## config.mk

```make
export PLATFORM = sky130hd
export DESIGN_NAME = rts_status_bank
export DESIGN_NICKNAME = d
export VERILOG_FILES = /design/src/pkg/rts_pkg.sv /design/src/verilog/rts_status_bank.sv
export SDC_FILE = /design/constraint.sdc
export NUM_CORES = 1
export LEC_CHECK = 0
export BUFFER_PORTS_ARGS = -buffer_cell sky130_fd_sc_hd__buf_4
export CAP_MARGIN = 20
export CORE_UTILIZATION = 45
export DETAILED_ROUTE_END_ITERATION = 16
export GPL_ROUTABILITY_DRIVEN = 0
export HOLD_SLACK_MARGIN = 0.12
export PLACE_DENSITY = 0.72
export SYNTH_ARGS = -nofsm -noshare
export SYNTH_HDL_FRONTEND = slang
export SYNTH_SLANG_ARGS = --single-unit
```

## constraint.sdc

```tcl
create_clock -name clk_in -period 2.55 [get_ports clk_in]
set_clock_uncertainty 0.15 [all_clocks]
set_input_delay 0.1275 -clock clk_in [delete_from_list [all_inputs] [get_ports clk_in]]
set_output_delay 0.1275 -clock clk_in [all_outputs]
set_load 0.005 [all_outputs]
```

## src/pkg/rts_pkg.sv

```systemverilog
// Purpose: Constants and types for the radio transmit and control status bank
// Assumes: 8-bit registers on a plain address/strobe port
// Notes: Offsets are local choices; test trims are plain storage
package rts_pkg;
  localparam int ADDR_W = 4;
  localparam int DATA_W = 8;
  // Register offsets
  localparam logic [3:0] OFF_TXQ_FLAGS = 4'h0;
  localparam logic [3:0] OFF_CAUSE = 4'h1;
  localparam logic [3:0] OFF_CTRL_FLAGS = 4'h2;
  localparam logic [3:0] OFF_AMP_TRIM = 4'h3;
  localparam logic [3:0] OFF_SYNTH_RF = 4'h4;
  localparam logic [3:0] OFF_PRESC_TEST = 4'h5;
  localparam logic [3:0] OFF_PRESC_OVR = 4'h6;
  localparam logic [3:0] OFF_CONV_TEST = 4'h7;
  localparam logic [3:0] OFF_DIVC_TEST = 4'h8;
  localparam logic [3:0] OFF_PROBE_SEL = 4'h9;
  localparam logic [3:0] OFF_IRQ_STATUS = 4'hA;
  localparam logic [3:0] OFF_IRQ_MASK = 4'hB;
  // Field positions
  localparam int TXQ_SYNC_SENT_BIT = 4;
  localparam int TXQ_FULL_BIT = 3;
  localparam int TXQ_LEVEL_BIT = 2;
  localparam int TXQ_OVERRUN_BIT = 1;
  localparam int TXQ_STARVED_BIT = 0;
  localparam int CTRL_CCA_REFUSED_BIT = 2;
  localparam int CTRL_OSC_TRIMMED_BIT = 0;
  // Writable field masks
  localparam logic [7:0] MASK_AMP_TRIM = 8'h1F;
  localparam logic [7:0] MASK_SYNTH_RF = 8'h7F;
  localparam logic [7:0] MASK_PRESC_TEST = 8'h1F;
  localparam logic [7:0] MASK_PRESC_OVR = 8'hFF;
  localparam logic [7:0] MASK_CONV_TEST = 8'h3F;
  localparam logic [7:0] MASK_DIVC_TEST = 8'h1F;
  localparam logic [7:0] MASK_PROBE_SEL = 8'h7F;
  // Reset values
  localparam logic [7:0] RST_ZERO = 8'h00;
  localparam logic [7:0] RST_DIVC_TEST = 8'h0B;
  localparam logic [7:0] RST_PROBE_SEL = 8'h40;
  // Cause codes
  localparam logic [7:0] CAUSE_NONE = 8'h00;
  localparam logic [7:0] CAUSE_RX_TIMEOUT = 8'h01;
  localparam logic [7:0] CAUSE_RX_TERM = 8'h02;
  localparam logic [7:0] CAUSE_LISTEN_LOST = 8'h03;
  localparam logic [7:0] CAUSE_DROP_LEN = 8'h04;
  localparam logic [7:0] CAUSE_DROP_ADDR = 8'h05;
  localparam logic [7:0] CAUSE_DROP_CRC = 8'h06;
  localparam logic [7:0] CAUSE_TXQ_OVER = 8'h07;
  localparam logic [7:0] CAUSE_TXQ_UNDER = 8'h08;
  localparam logic [7:0] CAUSE_RXQ_OVER = 8'h09;
  localparam logic [7:0] CAUSE_RXQ_UNDER = 8'h0A;
  localparam logic [7:0] CAUSE_TX_DONE = 8'h40;
  localparam logic [7:0] CAUSE_RX_DONE = 8'h80;
  localparam logic [4:0] LISTEN_LOST_SLOTS = 5'h10;
  // Interrupt status bits
  localparam int IRQ_W = 6;
  localparam int IRQ_CAUSE = 0;
  localparam int IRQ_SYNC_SENT = 1;
  localparam int IRQ_OVERRUN = 2;
  localparam int IRQ_STARVED = 3;
  localparam int IRQ_CCA_DONE = 4;
  localparam int IRQ_OSC_TRIMMED = 5;

  // Radio events, each a one-cycle pulse
  typedef struct packed {
    logic sync_sent;
    logic host_write;
    logic queue_flush;
    logic queue_empty_mid_pkt;
    logic rx_timeout;
    logic rx_term;
    logic listen_slot_end;
    logic listen_slot_ok;
    logic drop_len;
    logic drop_addr;
    logic drop_crc;
    logic rxq_over;
    logic rxq_under;
    logic tx_done;
    logic rx_done;
    logic cca_done;
    logic cca_busy;
    logic osc_cal_done;
  } rts_event_s;

  typedef struct packed {
    logic [ADDR_W-1:0] addr;
    logic [DATA_W-1:0] wdata;
    logic wr;
    logic rd;
  } rts_bus_s;
endpackage

```

## src/verilog/rts_status_bank.sv

```systemverilog
// Purpose: Status bank for radio transmit queue and control machine
// Assumes: Single clock, synchronous reset, events one cycle wide
// Notes: Queue level and threshold come in as live counts
//
// Functional notes
// - Set sync-sent bit 4 when sync word last bit leaves modulator.
// - Full bit 3 rises at maximum count, falls below threshold.
// - Level bit 2 high while count at or above threshold.
// - Overrun bit 1 set on write into full queue until flush.
// - Starved bit 0 set when queue empties mid-packet until flush.
// - Hold 8-bit cause code for the host wake line.
// - Cause 03 after 16 consecutive listen slots without reception.
// - Dropped packet cause: length 04, address 05, CRC 06.
// - Cause 07 transmit overflow, 08 transmit underflow.
// - Cause 09 receive overflow, 0A receive underflow.
// - Cause 40 after transmit done, 80 after receive done.
// - Control bit 2 gives clear-channel outcome after check-done.
// - Control bit 0 set after first slow oscillator calibration.
//
// Added by the designer: the register addresses and strobed register access.
`timescale 1ns/100ps
module rts_status_bank
  import rts_pkg::*;
#(
  parameter int QUEUE_DEPTH = 128
)
(
  // Clock and reset
  input wire logic clk_in,
  input wire logic rst_in,
  // Register port
  input wire logic [ADDR_W-1:0] reg_addr_in,
  input wire logic [DATA_W-1:0] reg_wdata_in,
  input wire logic reg_wr_in,
  input wire logic reg_rd_in,
  output logic [DATA_W-1:0] reg_rdata_out,
  // Queue state
  input wire logic [7:0] tx_queue_count_in,
  input wire logic [7:0] tx_queue_threshold_in,
  // Radio events
  input wire rts_event_s event_in,
  // Outputs
  output logic host_wake_line_out,
  output logic clear_channel_tx_refused_out,
  output logic slow_osc_trimmed_out,
  output logic irq_out
);

  // Depth truncated to the 8-bit count port
  localparam logic [7:0] QUEUE_MAX = 8'(QUEUE_DEPTH);
  // Implemented trim bits in offset order
  localparam logic [7:0] TRIM_MASK [7] = '{
    MASK_AMP_TRIM,
    MASK_SYNTH_RF,
    MASK_PRESC_TEST,
    MASK_PRESC_OVR,
    MASK_CONV_TEST,
    MASK_DIVC_TEST,
    MASK_PROBE_SEL
  };
  localparam logic [7:0] TRIM_RST [7] = '{
    RST_ZERO,
    RST_ZERO,
    RST_ZERO,
    RST_ZERO,
    RST_ZERO,
    RST_DIVC_TEST,
    RST_PROBE_SEL
  };

  // Transmit queue flags
  logic sync_sent_q;
  logic sync_sent_d;
  logic full_q;
  logic full_d;
  logic overrun_q;
  logic overrun_d;
  logic starved_q;
  logic starved_d;

  // Control machine state
  logic [7:0] cause_q;
  logic [7:0] cause_d;
  logic [7:0] cause_new;
  logic cca_refused_q;
  logic cca_refused_d;
  logic osc_trimmed_q;
  logic osc_trimmed_d;
  logic [4:0] miss_q;
  logic [4:0] miss_d;
  logic wake_q;
  logic wake_d;

  // Register file and interrupts
  logic [7:0] trim_q [7];
  logic [IRQ_W-1:0] irq_stat_q;
  logic [IRQ_W-1:0] irq_stat_d;
  logic [IRQ_W-1:0] irq_mask_q;
  logic [IRQ_W-1:0] irq_mask_d;
  logic [IRQ_W-1:0] irq_set;
  logic [7:0] rdata_q;
  logic [7:0] rdata_d;

  // Decode trim offset to array index
  function automatic logic [3:0] trim_idx(input logic [3:0] a);
    trim_idx = a - OFF_AMP_TRIM;
  endfunction

  // Write strobe aimed at one offset
  function automatic logic wr_hit(input logic wr, input logic [3:0] a, input logic [3:0] off);
    wr_hit = wr && (a == off);
  endfunction

  // Sticky flag, set wins over clear
  function automatic logic sticky(input logic set, input logic held, input logic clr);
    sticky = set || (held && !clr);
  endfunction

  wire logic [3:0] wr_idx = trim_idx(reg_addr_in);
  wire logic [3:0] rd_idx = trim_idx(reg_addr_in);
  wire logic is_trim = reg_addr_in >= OFF_AMP_TRIM && reg_addr_in <= OFF_PROBE_SEL;
  wire logic stat_wr = wr_hit(reg_wr_in, reg_addr_in, OFF_IRQ_STATUS);
  wire logic mask_wr = wr_hit(reg_wr_in, reg_addr_in, OFF_IRQ_MASK);

  wire logic at_level = tx_queue_count_in >= tx_queue_threshold_in;
  wire logic at_max = tx_queue_count_in >= QUEUE_MAX;
  wire logic overrun_evt = event_in.host_write && at_max;

  assign sync_sent_d = sticky(event_in.sync_sent, sync_sent_q, 1'b0);
  always_comb
  begin
    full_d = 1'b0;
    if (at_max)
      full_d = 1'b1;
    else if (at_level)
      full_d = full_q;
  end
  assign overrun_d = sticky(overrun_evt, overrun_q, event_in.queue_flush);
  assign starved_d = sticky(event_in.queue_empty_mid_pkt, starved_q, event_in.queue_flush);

  wire logic slot_miss = event_in.listen_slot_end && !event_in.listen_slot_ok;
  wire logic listen_lost = slot_miss && (miss_q == LISTEN_LOST_SLOTS - 5'h01);
  // Restart on success, and once loss is reported
  wire logic miss_restart = event_in.listen_slot_ok || listen_lost;
  // Never passes fifteen, so five bits suffice
  assign miss_d = miss_restart ? 5'h00 : (slot_miss ? miss_q + 5'h01 : miss_q);

  always_comb
  begin
    cause_new = CAUSE_NONE;
    if (event_in.rx_timeout)
      cause_new = CAUSE_RX_TIMEOUT;
    if (event_in.rx_term)
      cause_new = CAUSE_RX_TERM;
    if (listen_lost)
      cause_new = CAUSE_LISTEN_LOST;
    if (event_in.drop_len)
      cause_new = CAUSE_DROP_LEN;
    if (event_in.drop_addr)
      cause_new = CAUSE_DROP_ADDR;
    if (event_in.drop_crc)
      cause_new = CAUSE_DROP_CRC;
    if (overrun_evt)
      cause_new = CAUSE_TXQ_OVER;
    if (event_in.queue_empty_mid_pkt)
      cause_new = CAUSE_TXQ_UNDER;
    if (event_in.rxq_over)
      cause_new = CAUSE_RXQ_OVER;
    if (event_in.rxq_under)
      cause_new = CAUSE_RXQ_UNDER;
    if (event_in.tx_done)
      cause_new = CAUSE_TX_DONE;
    if (event_in.rx_done)
      cause_new = CAUSE_RX_DONE;
  end

  wire logic cause_evt = cause_new != CAUSE_NONE;
  assign cause_d = cause_evt ? cause_new : cause_q;
  // Wake pulse follows any cause update
  assign wake_d = cause_evt;

  assign cca_refused_d = event_in.cca_done ? event_in.cca_busy : cca_refused_q;
  assign osc_trimmed_d = sticky(event_in.osc_cal_done, osc_trimmed_q, 1'b0);

  // Interrupt sources
  assign irq_set[IRQ_CAUSE] = cause_evt;
  assign irq_set[IRQ_SYNC_SENT] = event_in.sync_sent;
  assign irq_set[IRQ_OVERRUN] = overrun_evt;
  assign irq_set[IRQ_STARVED] = event_in.queue_empty_mid_pkt;
  assign irq_set[IRQ_CCA_DONE] = event_in.cca_done;
  assign irq_set[IRQ_OSC_TRIMMED] = event_in.osc_cal_done;

  // Set wins over a same-cycle write-one clear
  for (genvar b = 0; b < IRQ_W; b++)
  begin : g_irq
    assign irq_stat_d[b] = sticky(irq_set[b], irq_stat_q[b], stat_wr && reg_wdata_in[b]);
  end
  // Mask is plain storage
  assign irq_mask_d = mask_wr ? reg_wdata_in[IRQ_W-1:0] : irq_mask_q;

  // Register views, reserved bits tied low
  wire logic [7:0] view_txq = {3'h0, sync_sent_q, full_q, at_level, overrun_q, starved_q};
  wire logic [7:0] view_ctrl = {5'h00, cca_refused_q, 1'b0, osc_trimmed_q};
  wire logic [7:0] view_stat = {2'h0, irq_stat_q};
  wire logic [7:0] view_mask = {2'h0, irq_mask_q};
  wire logic [7:0] view_trim = is_trim ? trim_q[rd_idx[2:0]] : 8'h00;

  // Read select, unmapped offsets read zero
  always_comb
  begin
    rdata_d = 8'h00;
    if (reg_rd_in)
    begin
      case (reg_addr_in)
        OFF_TXQ_FLAGS: rdata_d = view_txq;
        OFF_CAUSE: rdata_d = cause_q;
        OFF_CTRL_FLAGS: rdata_d = view_ctrl;
        OFF_IRQ_STATUS: rdata_d = view_stat;
        OFF_IRQ_MASK: rdata_d = view_mask;
        default: rdata_d = view_trim;
      endcase
    end
  end

  always_ff @(posedge clk_in)
  begin
    if (rst_in)
      sync_sent_q <= 1'b0;
    else
      sync_sent_q <= sync_sent_d;
  end

  always_ff @(posedge clk_in)
  begin
    if (rst_in)
      full_q <= 1'b0;
    else
      full_q <= full_d;
  end

  always_ff @(posedge clk_in)
  begin
    if (rst_in)
      overrun_q <= 1'b0;
    else
      overrun_q <= overrun_d;
  end

  always_ff @(posedge clk_in)
  begin
    if (rst_in)
      starved_q <= 1'b0;
    else
      starved_q <= starved_d;
  end

  always_ff @(posedge clk_in)
  begin
    if (rst_in)
      cause_q <= CAUSE_NONE;
    else
      cause_q <= cause_d;
  end

  always_ff @(posedge clk_in)
  begin
    if (rst_in)
      miss_q <= 5'h00;
    else
      miss_q <= miss_d;
  end

  // Wake pulse, one cycle
  always_ff @(posedge clk_in)
  begin
    if (rst_in)
      wake_q <= 1'b0;
    else
      wake_q <= wake_d;
  end

  always_ff @(posedge clk_in)
  begin
    if (rst_in)
      cca_refused_q <= 1'b0;
    else
      cca_refused_q <= cca_refused_d;
  end

  always_ff @(posedge clk_in)
  begin
    if (rst_in)
      osc_trimmed_q <= 1'b0;
    else
      osc_trimmed_q <= osc_trimmed_d;
  end

  // Interrupt status
  always_ff @(posedge clk_in)
  begin
    if (rst_in)
      irq_stat_q <= '0;
    else
      irq_stat_q <= irq_stat_d;
  end

  // Interrupt mask
  always_ff @(posedge clk_in)
  begin
    if (rst_in)
      irq_mask_q <= '0;
    else
      irq_mask_q <= irq_mask_d;
  end

  // Read data stands one cycle only
  always_ff @(posedge clk_in)
  begin
    if (rst_in)
      rdata_q <= 8'h00;
    else
      rdata_q <= rdata_d;
  end

  // Test trims, only implemented bits store
  for (genvar i = 0; i < 7; i++)
  begin : g_trim
    always_ff @(posedge clk_in)
    begin
      if (rst_in)
      begin
        trim_q[i] <= TRIM_RST[i];
      end
      else if (reg_wr_in && is_trim && wr_idx == 4'(i))
      begin
        trim_q[i] <= reg_wdata_in & TRIM_MASK[i];
      end
    end
  end

  // Outputs straight from flops, irq_out from masked status flops
  assign reg_rdata_out = rdata_q;
  assign host_wake_line_out = wake_q;
  assign clear_channel_tx_refused_out = cca_refused_q;
  assign slow_osc_trimmed_out = osc_trimmed_q;
  assign irq_out = |(irq_stat_q & irq_mask_q);
endmodule

```

==> results of run 1 <==
## worst max-delay path, stage by stage
cell	delay, ns
sky130_fd_sc_hd__dlygate4sd3_1	0.56
sky130_fd_sc_hd__buf_4	0.17
sky130_fd_sc_hd__a21oi_1	0.16
sky130_fd_sc_hd__nor3b_2	0.25
sky130_fd_sc_hd__dlygate4sd3_1	0.62
sky130_fd_sc_hd__a21oi_1	0.08
sky130_fd_sc_hd__dlygate4sd3_1	0.56
## worst min-delay path by stage
stage	start	end	slack, ns	cells after the start
after detailed placement	event_in[3]	cause_q[6]	0.18	2
after floorplan	event_in[10]	miss_q[0]	0.05	1
after CTS	event_in[9]	cause_q[0]	0.12	5
after global placement	event_in[3]	cause_q[6]	0.17	2
final	event_in[9]	cause_q[0]	0.14	4
after global routing	event_in[9]	cause_q[0]	0.14	4
## area by class of cell
type	count	area share [%]
well taps	129	2.96
clock inverters	2	0.642
clock buffers	14	3.37
multi-input cells	280	39.1
flip-flops and latches	81	37.6
repair buffers	99	15.2
inverters	17	1.17
## cell families after synthesis
group | after synthesis
and+or+nand+nor | 154
DFF | 81
AOI/OAI and AO/OA | 80
buffers and inverters | 34
muxes | 28
adders and majority gates | 17
xor gates and xnor gates | 1
## per-layer routing
metal | GRT usage [%] | share of wire (%) | vias up
li1 | - | - | 1614
met1 | 29.0 | 44 | 1643
met2 | 37.5 | 50 | 95
met3 | 6.34 | 5.1 | 21
met4 | 6.47 | 1.4 | 2
met5 | 0 | 0.17 | -
## per-stage QoR
step / std cells / hold WS (ns) / total power, mW / util (%)
6_report: 622 / 0.142 / 2.92 / 58.8
5_1_grt: 622 / 0.140 / 3.04 / 58.8
4_1_cts: 622 / 0.124 / 2.93 / 58.4
3_5_place_dp: 572 / 0.178 / 1.89 / 52.4
3_3_place_gp: 572 / 0.169 / 1.88 / 52.4
2_1_floorplan: 395 / 0.0541 / 1.73 / -
## power groups by stage
stage	clock, mW	combinational, mW	sequential (mW)
6_report	1.01	0.449	1.46
5_1_grt	1.09	0.488	1.47
4_1_cts	1.03	0.441	1.46
3_5_place_dp	0	0.400	1.49
3_3_place_gp	0	0.390	1.49
2_1_floorplan	0	0.250	1.48
## flip-flops by register name, indices dropped and copies added, names as in the netlist
signal / count
irq_stat_q: 6
full_q: 1
slow_osc_trimmed_out: 1
irq_mask_q: 6
miss_q: 5
reg_rdata_out: 8
cause_q: 6
trim_q: 43
host_wake_line_out: 1
starved_q: 1
sync_sent_q: 1
clear_channel_tx_refused_out: 1
overrun_q: 1
## cell usage in the layout (no fill, tap or decap), drive strengths merged, types with 2 or more instances in the layout
master,count
buf,65
edfxtp,43
and2,41
dfxtp,38
nor2,37
dlygate4sd3,34
nand2,26
a21oi,22
inv,17
ha,17
mux2i,15
clkbuf,14
a22oi,12
o21ai,10
nor3b,10
a21o,9
nand2b,9
mux2,8
nand3,8
a31oi,8
nor3,7
mux4,5
and2b,4
nand4,3
a211oi,3
and3,3
nand3b,3
a22o,2
a221oi,2
o21a,2
## timing repair
| item | CTS | global route |
|---|---|---|
| hold buffers | 34 | 0 |
| endpoints found under the hold margin | 81 | 0 |
| setup endpoints to repair | 0 | 2 |
| resized for setup | 0 | 5 |
==> load_flow_metrics.sql, run 1 <==
INSERT INTO impl_metrics (metric_group, metric, value, unit) VALUES
('power', 'power.share.sequential', '50.1', '%'),
('routing', 'vias', '3375', ''),
('setup_path', 'critPathCapture', 'cause_q[2]', ''),
('logic_synthesis', 'asyncSetResetFlopFracSynth', '0', '%'),
('power', 'netSwitchingPower', '0.705', 'mW'),
('sta', 'tightestPinTransition', '0.641', 'ns'),
('power', 'internal_power', '2.22', 'mW'),
('place', 'detailed_place.area', '0.00486', 'sq mm'),
('outcome', 'status', 'complete, no violations', ''),
('floorplanning', 'die_x', '100', 'microns'),
('setup_path', 'start_kind', 'input port', ''),
('clock_tree', 'cts.repair_timing.setup_buffer_count', '0', ''),
('clock_tree', 'cts_buffers', '9', ''),
('sta', 'max-slew-margin-rel', '57.3', '%'),
('global_route', 'global_route.overflow_total', '0', ''),
('logic_synthesis', 'syn-mean-instance-area', '10.9', 'sq um'),
('power', 'worst_voltage_drop_across_the_vdd_grid', '0.331', 'mV'),
('logic_synthesis', 'synthDistinctLibCells', '55', ''),
('clock_tree', 'clock_sinks', '81', ''),
('power', 'netSwitchingFraction', '24.1', '%'),
('power', 'p_clk_share', '34.6', '%'),
('clock_tree', 'cts.clk_slew.worst_paths', '0.08', 'ns'),
('place', 'post-dp-hpwl', '7450', 'microns'),
('floorplanning', 'ios', '62', ''),
('clock_tree', 'ctsRootBufferMaster', 'sky130_fd_sc_hd__clkbuf_8', ''),
('layout', 'num_antenna_cells', '0', ''),
('sta', 'setup_tns', '0', 'ns'),
('setup_path', 'critPathRequiredTime', '2.64', 'ns'),
('layout', 'layout.cell_area.non_filler', '0.00546', 'sq mm'),
('setup_path', 'critical_path.startpoint', 'tx_queue_count_in[7]', ''),
('sta', 'max_freq', '412', 'MHz'),
('global_route', 'grt_pass1_wl', '16700', 'microns'),
('logic_synthesis', 'mappedNetlistArea', '0.00432', 'sq mm'),
('logic_synthesis', 'compound_gate_portion_of_the_synthesized_area', '13.6', '%'),
('logic_synthesis', 'yosysTopAreaCellShare', '29.9', '%'),
('sta', 'min_period', '2.43', 'ns'),
('clock_tree', 'clock_insertion_delay_at_the_later_pin_of_the_skew_report', '0.35', 'ns'),
('setup_path', 'worstRegToRegCells', '9', ''),
('routing', 'wl', '10600', 'microns'),
('logic_synthesis', 'synth.largest_area_cell', 'sky130_fd_sc_hd__edfxtp_1', ''),
('sta', 'final_hold_viol_count', '0', ''),
('logic_synthesis', 'synth_commonest_cells', 'sky130_fd_sc_hd__edfxtp_1, sky130_fd_sc_hd__and2_1, sky130_fd_sc_hd__dfxtp_1', ''),
('setup_path', 'crit_path_end_kind', 'register', ''),
('layout', 'area_taken_by_multi_input_logic_gates', '0.00213', 'sq mm'),
('routing', 'drt-pass1-iter-count', '5', ''),
('sta', 'rsz0062_at_grt', 'false', ''),
('logic_synthesis', 'post_synth_mux_area_share', '8.16', '%'),
('logic_synthesis', 'ys_ff_latch', '81', ''),
('routing', 'vias_per_cell', '5.43', ''),
('sta', 'layout_setup_ws', '0.123', 'ns'),
('place', 'post-place-ws', '0.0609', 'ns'),
('layout', 'final_layout_size_suffix_gt1_share', '23.9', '%'),
('power', 'leakagePower', '2.31', 'nW'),
('logic_synthesis', 'synthCells', '395', ''),
('setup_path', 'reg2reg_to', 'cause_q[2]', ''),
('routing', 'postRouteAntennaNets', '0', ''),
('logic_synthesis', 'synthesis.nets', '462', ''),
('logic_synthesis', 'synthXorXnorAreaFrac', '0.376', '%'),
('routing', 'post_drt_wl_per_cell', '17.0', 'microns'),
('job', 'maxCapViolCount', '0', ''),
('logic_synthesis', 'yosys.area_share.adder', '4.92', '%'),
('place', 'numPortBuffers', '61', ''),
('logic_synthesis', 'ys_seq_area_share', '47.5', '%'),
('sta', 'final_min_period_over_clock_period', '95.2', '%'),
('power', 'power.density_cell_area', '535', 'mW/mm^2'),
('logic_synthesis', 'post_synth_main_area_contributors', 'sky130_fd_sc_hd__edfxtp_1, sky130_fd_sc_hd__dfxtp_1, sky130_fd_sc_hd__and2_1', ''),
('logic_synthesis', 'synth-main-ff-cell', 'sky130_fd_sc_hd__edfxtp_1', ''),
('global_route', 'grt_start_max_net_pins', '38', ''),
('clock_tree', 'clk_path_buf_depth', '2', ''),
('logic_synthesis', 'largest_family_of_logic_cells_by_synthesized_area', 'simple AND/OR/NAND/NOR gates', ''),
('routing', 'drcViolationCount', '0', '');
No activity file was read; power rests on OpenSTA's default activity.
==> run 2: changes to the inputs <==
--- a/config.mk
+++ b/config.mk
@@ -7,6 +7,7 @@
 export LEC_CHECK = 0
 export BUFFER_PORTS_ARGS = -buffer_cell sky130_fd_sc_hd__buf_4
 export CAP_MARGIN = 20
+export CORE_MARGIN = 3
 export CORE_UTILIZATION = 45
 export DETAILED_ROUTE_END_ITERATION = 16
 export GPL_ROUTABILITY_DRIVEN = 0
==> run 2 against run 1 <==
Net effect: total power decreased by 7.7%; register-to-register slack improved by 0.05 ns; worst hold slack better by 0.014 ns; critical path depth up 2; largest cell class unchanged; largest power group unchanged.
==> load_flow_metrics.sql, run 2 (synthesis results as in run 1) <==
INSERT INTO impl_metrics (metric_group, metric, value, unit) VALUES
('outcome', 'status', 'complete, no violations', ''),
('clock_tree', 'clk_path_buf_depth', '2', ''),
('routing', 'vias', '3307', ''),
('sta', 'final_min_period_over_clock_period', '92.6', '%'),
('setup_path', 'critPathMaxStageDelay', '0.55', 'ns'),
('power', 'worst_voltage_drop_across_the_vdd_grid', '0.267', 'mV'),
('layout', 'layout.core_utilization', '58.5', '%'),
('setup_path', 'data_arrival_time_of_the_critical_path', '2.50', 'ns'),
('place', 'numPortBuffers', '61', ''),
('job', 'maxCapViolCount', '0', ''),
('floorplanning', 'ios', '62', ''),
('sta', 'setup_violation_total_in_the_final_timing_report', '0', ''),
('routing', 'postRouteAntennaNets', '0', ''),
('floorplanning', 'die_x', '104', 'microns'),
('routing', 'wl', '10300', 'microns'),
('layout', 'final_layout_size_suffix_gt1_share', '23.6', '%'),
('setup_path', 'critPathRequiredTime', '2.69', 'ns'),
('layout', 'layout_commonest_cell', 'sky130_fd_sc_hd__buf_4', ''),
('routing', 'wl_met1', '4700', 'microns'),
('sta', 'rsz0062_at_grt', 'false', ''),
('clock_tree', 'clock_insertion_delay_at_the_later_pin_of_the_skew_report', '0.34', 'ns'),
('routing', 'wl_met3', '500', 'microns'),
('routing', 'vias_per_cell', '5.26', ''),
('routing', 'drt-pass1-iter-count', '5', ''),
('setup_path', 'crit_path_end_kind', 'register', ''),
('global_route', 'antenna_violations_before_repair', '0', ''),
('sta', 'setup_tns', '0', 'ns'),
('global_route', 'grt_start_max_net_pins', '38', ''),
('clock_tree', 'h-tree-depth', '3', ''),
('setup_path', 'worst-path-buf-inv', '1', ''),
('layout', 'largest_register_ff_count', '43', ''),
('layout', 'areaGrowthSynthToFinish', '25.6', '%'),
('floorplanning', 'initial_core_util', '46.5', '%'),
('setup_path', 'cp_top_family', 'buffers and inverters', ''),
('power', 'leakagePower', '2.30', 'nW'),
('setup_path', 'slowest_stage', 'sky130_fd_sc_hd__dlygate4sd3_1', ''),
('global_route', 'global_route.overflow_total', '0', ''),
('floorplanning', 'core_region_area', '0.00928', 'sq mm'),
('power', 'total_power', '2.70', 'mW'),
('layout', 'num_antenna_cells', '0', ''),
('floorplanning', 'die-area', '0.0108', 'sq mm'),
('layout', 'nNetsFinal', '562', ''),
('layout', 'layout_common_cells', 'sky130_fd_sc_hd__buf_4, sky130_fd_sc_hd__edfxtp_1, sky130_fd_sc_hd__and2_1', ''),
('sta', 'layout_setup_ws', '0.189', 'ns'),
('routing', 'met2_wirelength', '4900', 'microns'),
('clock_tree', 'clock_sinks', '81', ''),
('routing', 'post_drt_wl_per_cell', '16.4', 'microns'),
('clock_tree', 'cts_buffers', '9', ''),
('global_route', 'grt.total_usage', '19.4', '%'),
('setup_path', 'critPathKind', 'reg -> reg', ''),
('global_route', 'number_of_global_route_vias_before_repair', '3281', ''),
('routing', 'drcViolationCount', '0', ''),
('layout', 'max_flop_register', 'trim_q', ''),
('sta', 'timing_max_transition_violations_final', '0', ''),
('sta', 'worst_hold_check_slack', '0.156', 'ns'),
('routing', 'dr.first_iter.drc_count', '243', ''),
('sta', 'max_freq', '423', 'MHz'),
('setup_path', 'start_kind', 'register', ''),
('clock_tree', 'tritoncts', 'done', ''),
('routing', 'highest_layer_used_for_signal_routing', 'met4', ''),
('power', 'power.density_cell_area', '497', 'mW/mm^2'),
('setup_path', 'crit_path_max_fanout', '6', ''),
('min_path', 'type_of_the_most_critical_hold_path', 'in -> reg', ''),
('clock_tree', 'ctsRootBufferMaster', 'sky130_fd_sc_hd__clkbuf_8', ''),
('floorplanning', 'die_y', '104', 'microns'),
('layout', 'fillCellCount', '825', ''),
('place', 'post-place-ws', '0.195', 'ns'),
('sta', 'final_hold_viol_count', '0', ''),
('floorplanning', 'row_count', '35', ''),
('clock_tree', 'cts.clk_slew.worst_paths', '0.07', 'ns'),
('sta', 'max-slew-margin-rel', '69.7', '%'),
('global_route', 'grt_pass1_wl', '16700', 'microns'),
('sta', 'tightestPinTransition', '0.453', 'ns'),
('sta', 'min_period', '2.36', 'ns'),
('place', 'post-dp-hpwl', '7450', 'microns'),
('setup_path', 'crit_path_cell_trace', 'ha_1, and3_1, ha_4, nand3b_4, a21oi_1, o221ai_2, nand4_1, a21oi_1, dlygate4sd3_1', ''),
('setup_path', 'critPathMostFrequentCell', 'sky130_fd_sc_hd__a21oi_1', '');
## run 2: worst paths after layout
path / from / to / slack, ns / cells past startpoint
setup / recovery: miss_q[0] / cause_q[3] / 0.19 / 9
hold reg to reg: overrun_q / overrun_q / 0.31 / 2
hold / removal: tx_queue_count_in[6] / full_q / 0.16 / 6
setup reg to reg: miss_q[0] / cause_q[3] / 0.19 / 9
## run 2: timing repair
action,in CTS,in global routing
hold buffers,36,0
setup endpoints to repair,0,2
resized for setup,0,2
buffers inserted,0,3
endpoints found under the hold margin,81,0
## run 2: per-layer routing
layer / vias to the layer above / track usage, %
met5: - / 0
met1: 1592 / 27.0
met3: 19 / 3.79
li1: 1624 / -
met2: 72 / 30.8
met4: 0 / 5.51
## run 2: where the power goes
| group | internal, mW | switching [mW] |
|---|---|---|
| clock network | 0.353 | 0.425 |
| logic | 0.228 | 0.227 |
| registers | 1.43 | 0.0300 |
| total | 2.01 | 0.682 |
## run 2: cell type report
cell class / count / area (sq um) / area share (%)
Clock buffer: 14 / 143 / 2.63
Clock inverter: 2 / 10.0 / 0.184
Inverter: 17 / 63.8 / 1.18
Multi-Input combinational cell: 280 / 2110 / 38.9
Sequential cell: 81 / 2050 / 37.8
Tap cell: 129 / 161 / 2.97
Timing Repair Buffer: 106 / 886 / 16.3
## run 2: tightest hold or removal path, cell delays in order
cell,delay (ns)
sky130_fd_sc_hd__buf_4,0.08
sky130_fd_sc_hd__ha_1,0.12
sky130_fd_sc_hd__nand2_1,0.04
sky130_fd_sc_hd__nand2_1,0.08
sky130_fd_sc_hd__a31oi_1,0.08
sky130_fd_sc_hd__nor2_1,0.08
## run 2: per-stage QoR
step           std cells  instance area [sq um]
2_1_floorplan        395                   4320
3_3_place_gp         574                   4880
3_5_place_dp         574                   4880
4_1_cts              626                   5390
5_1_grt              629                   5430
6_report             629                   5430
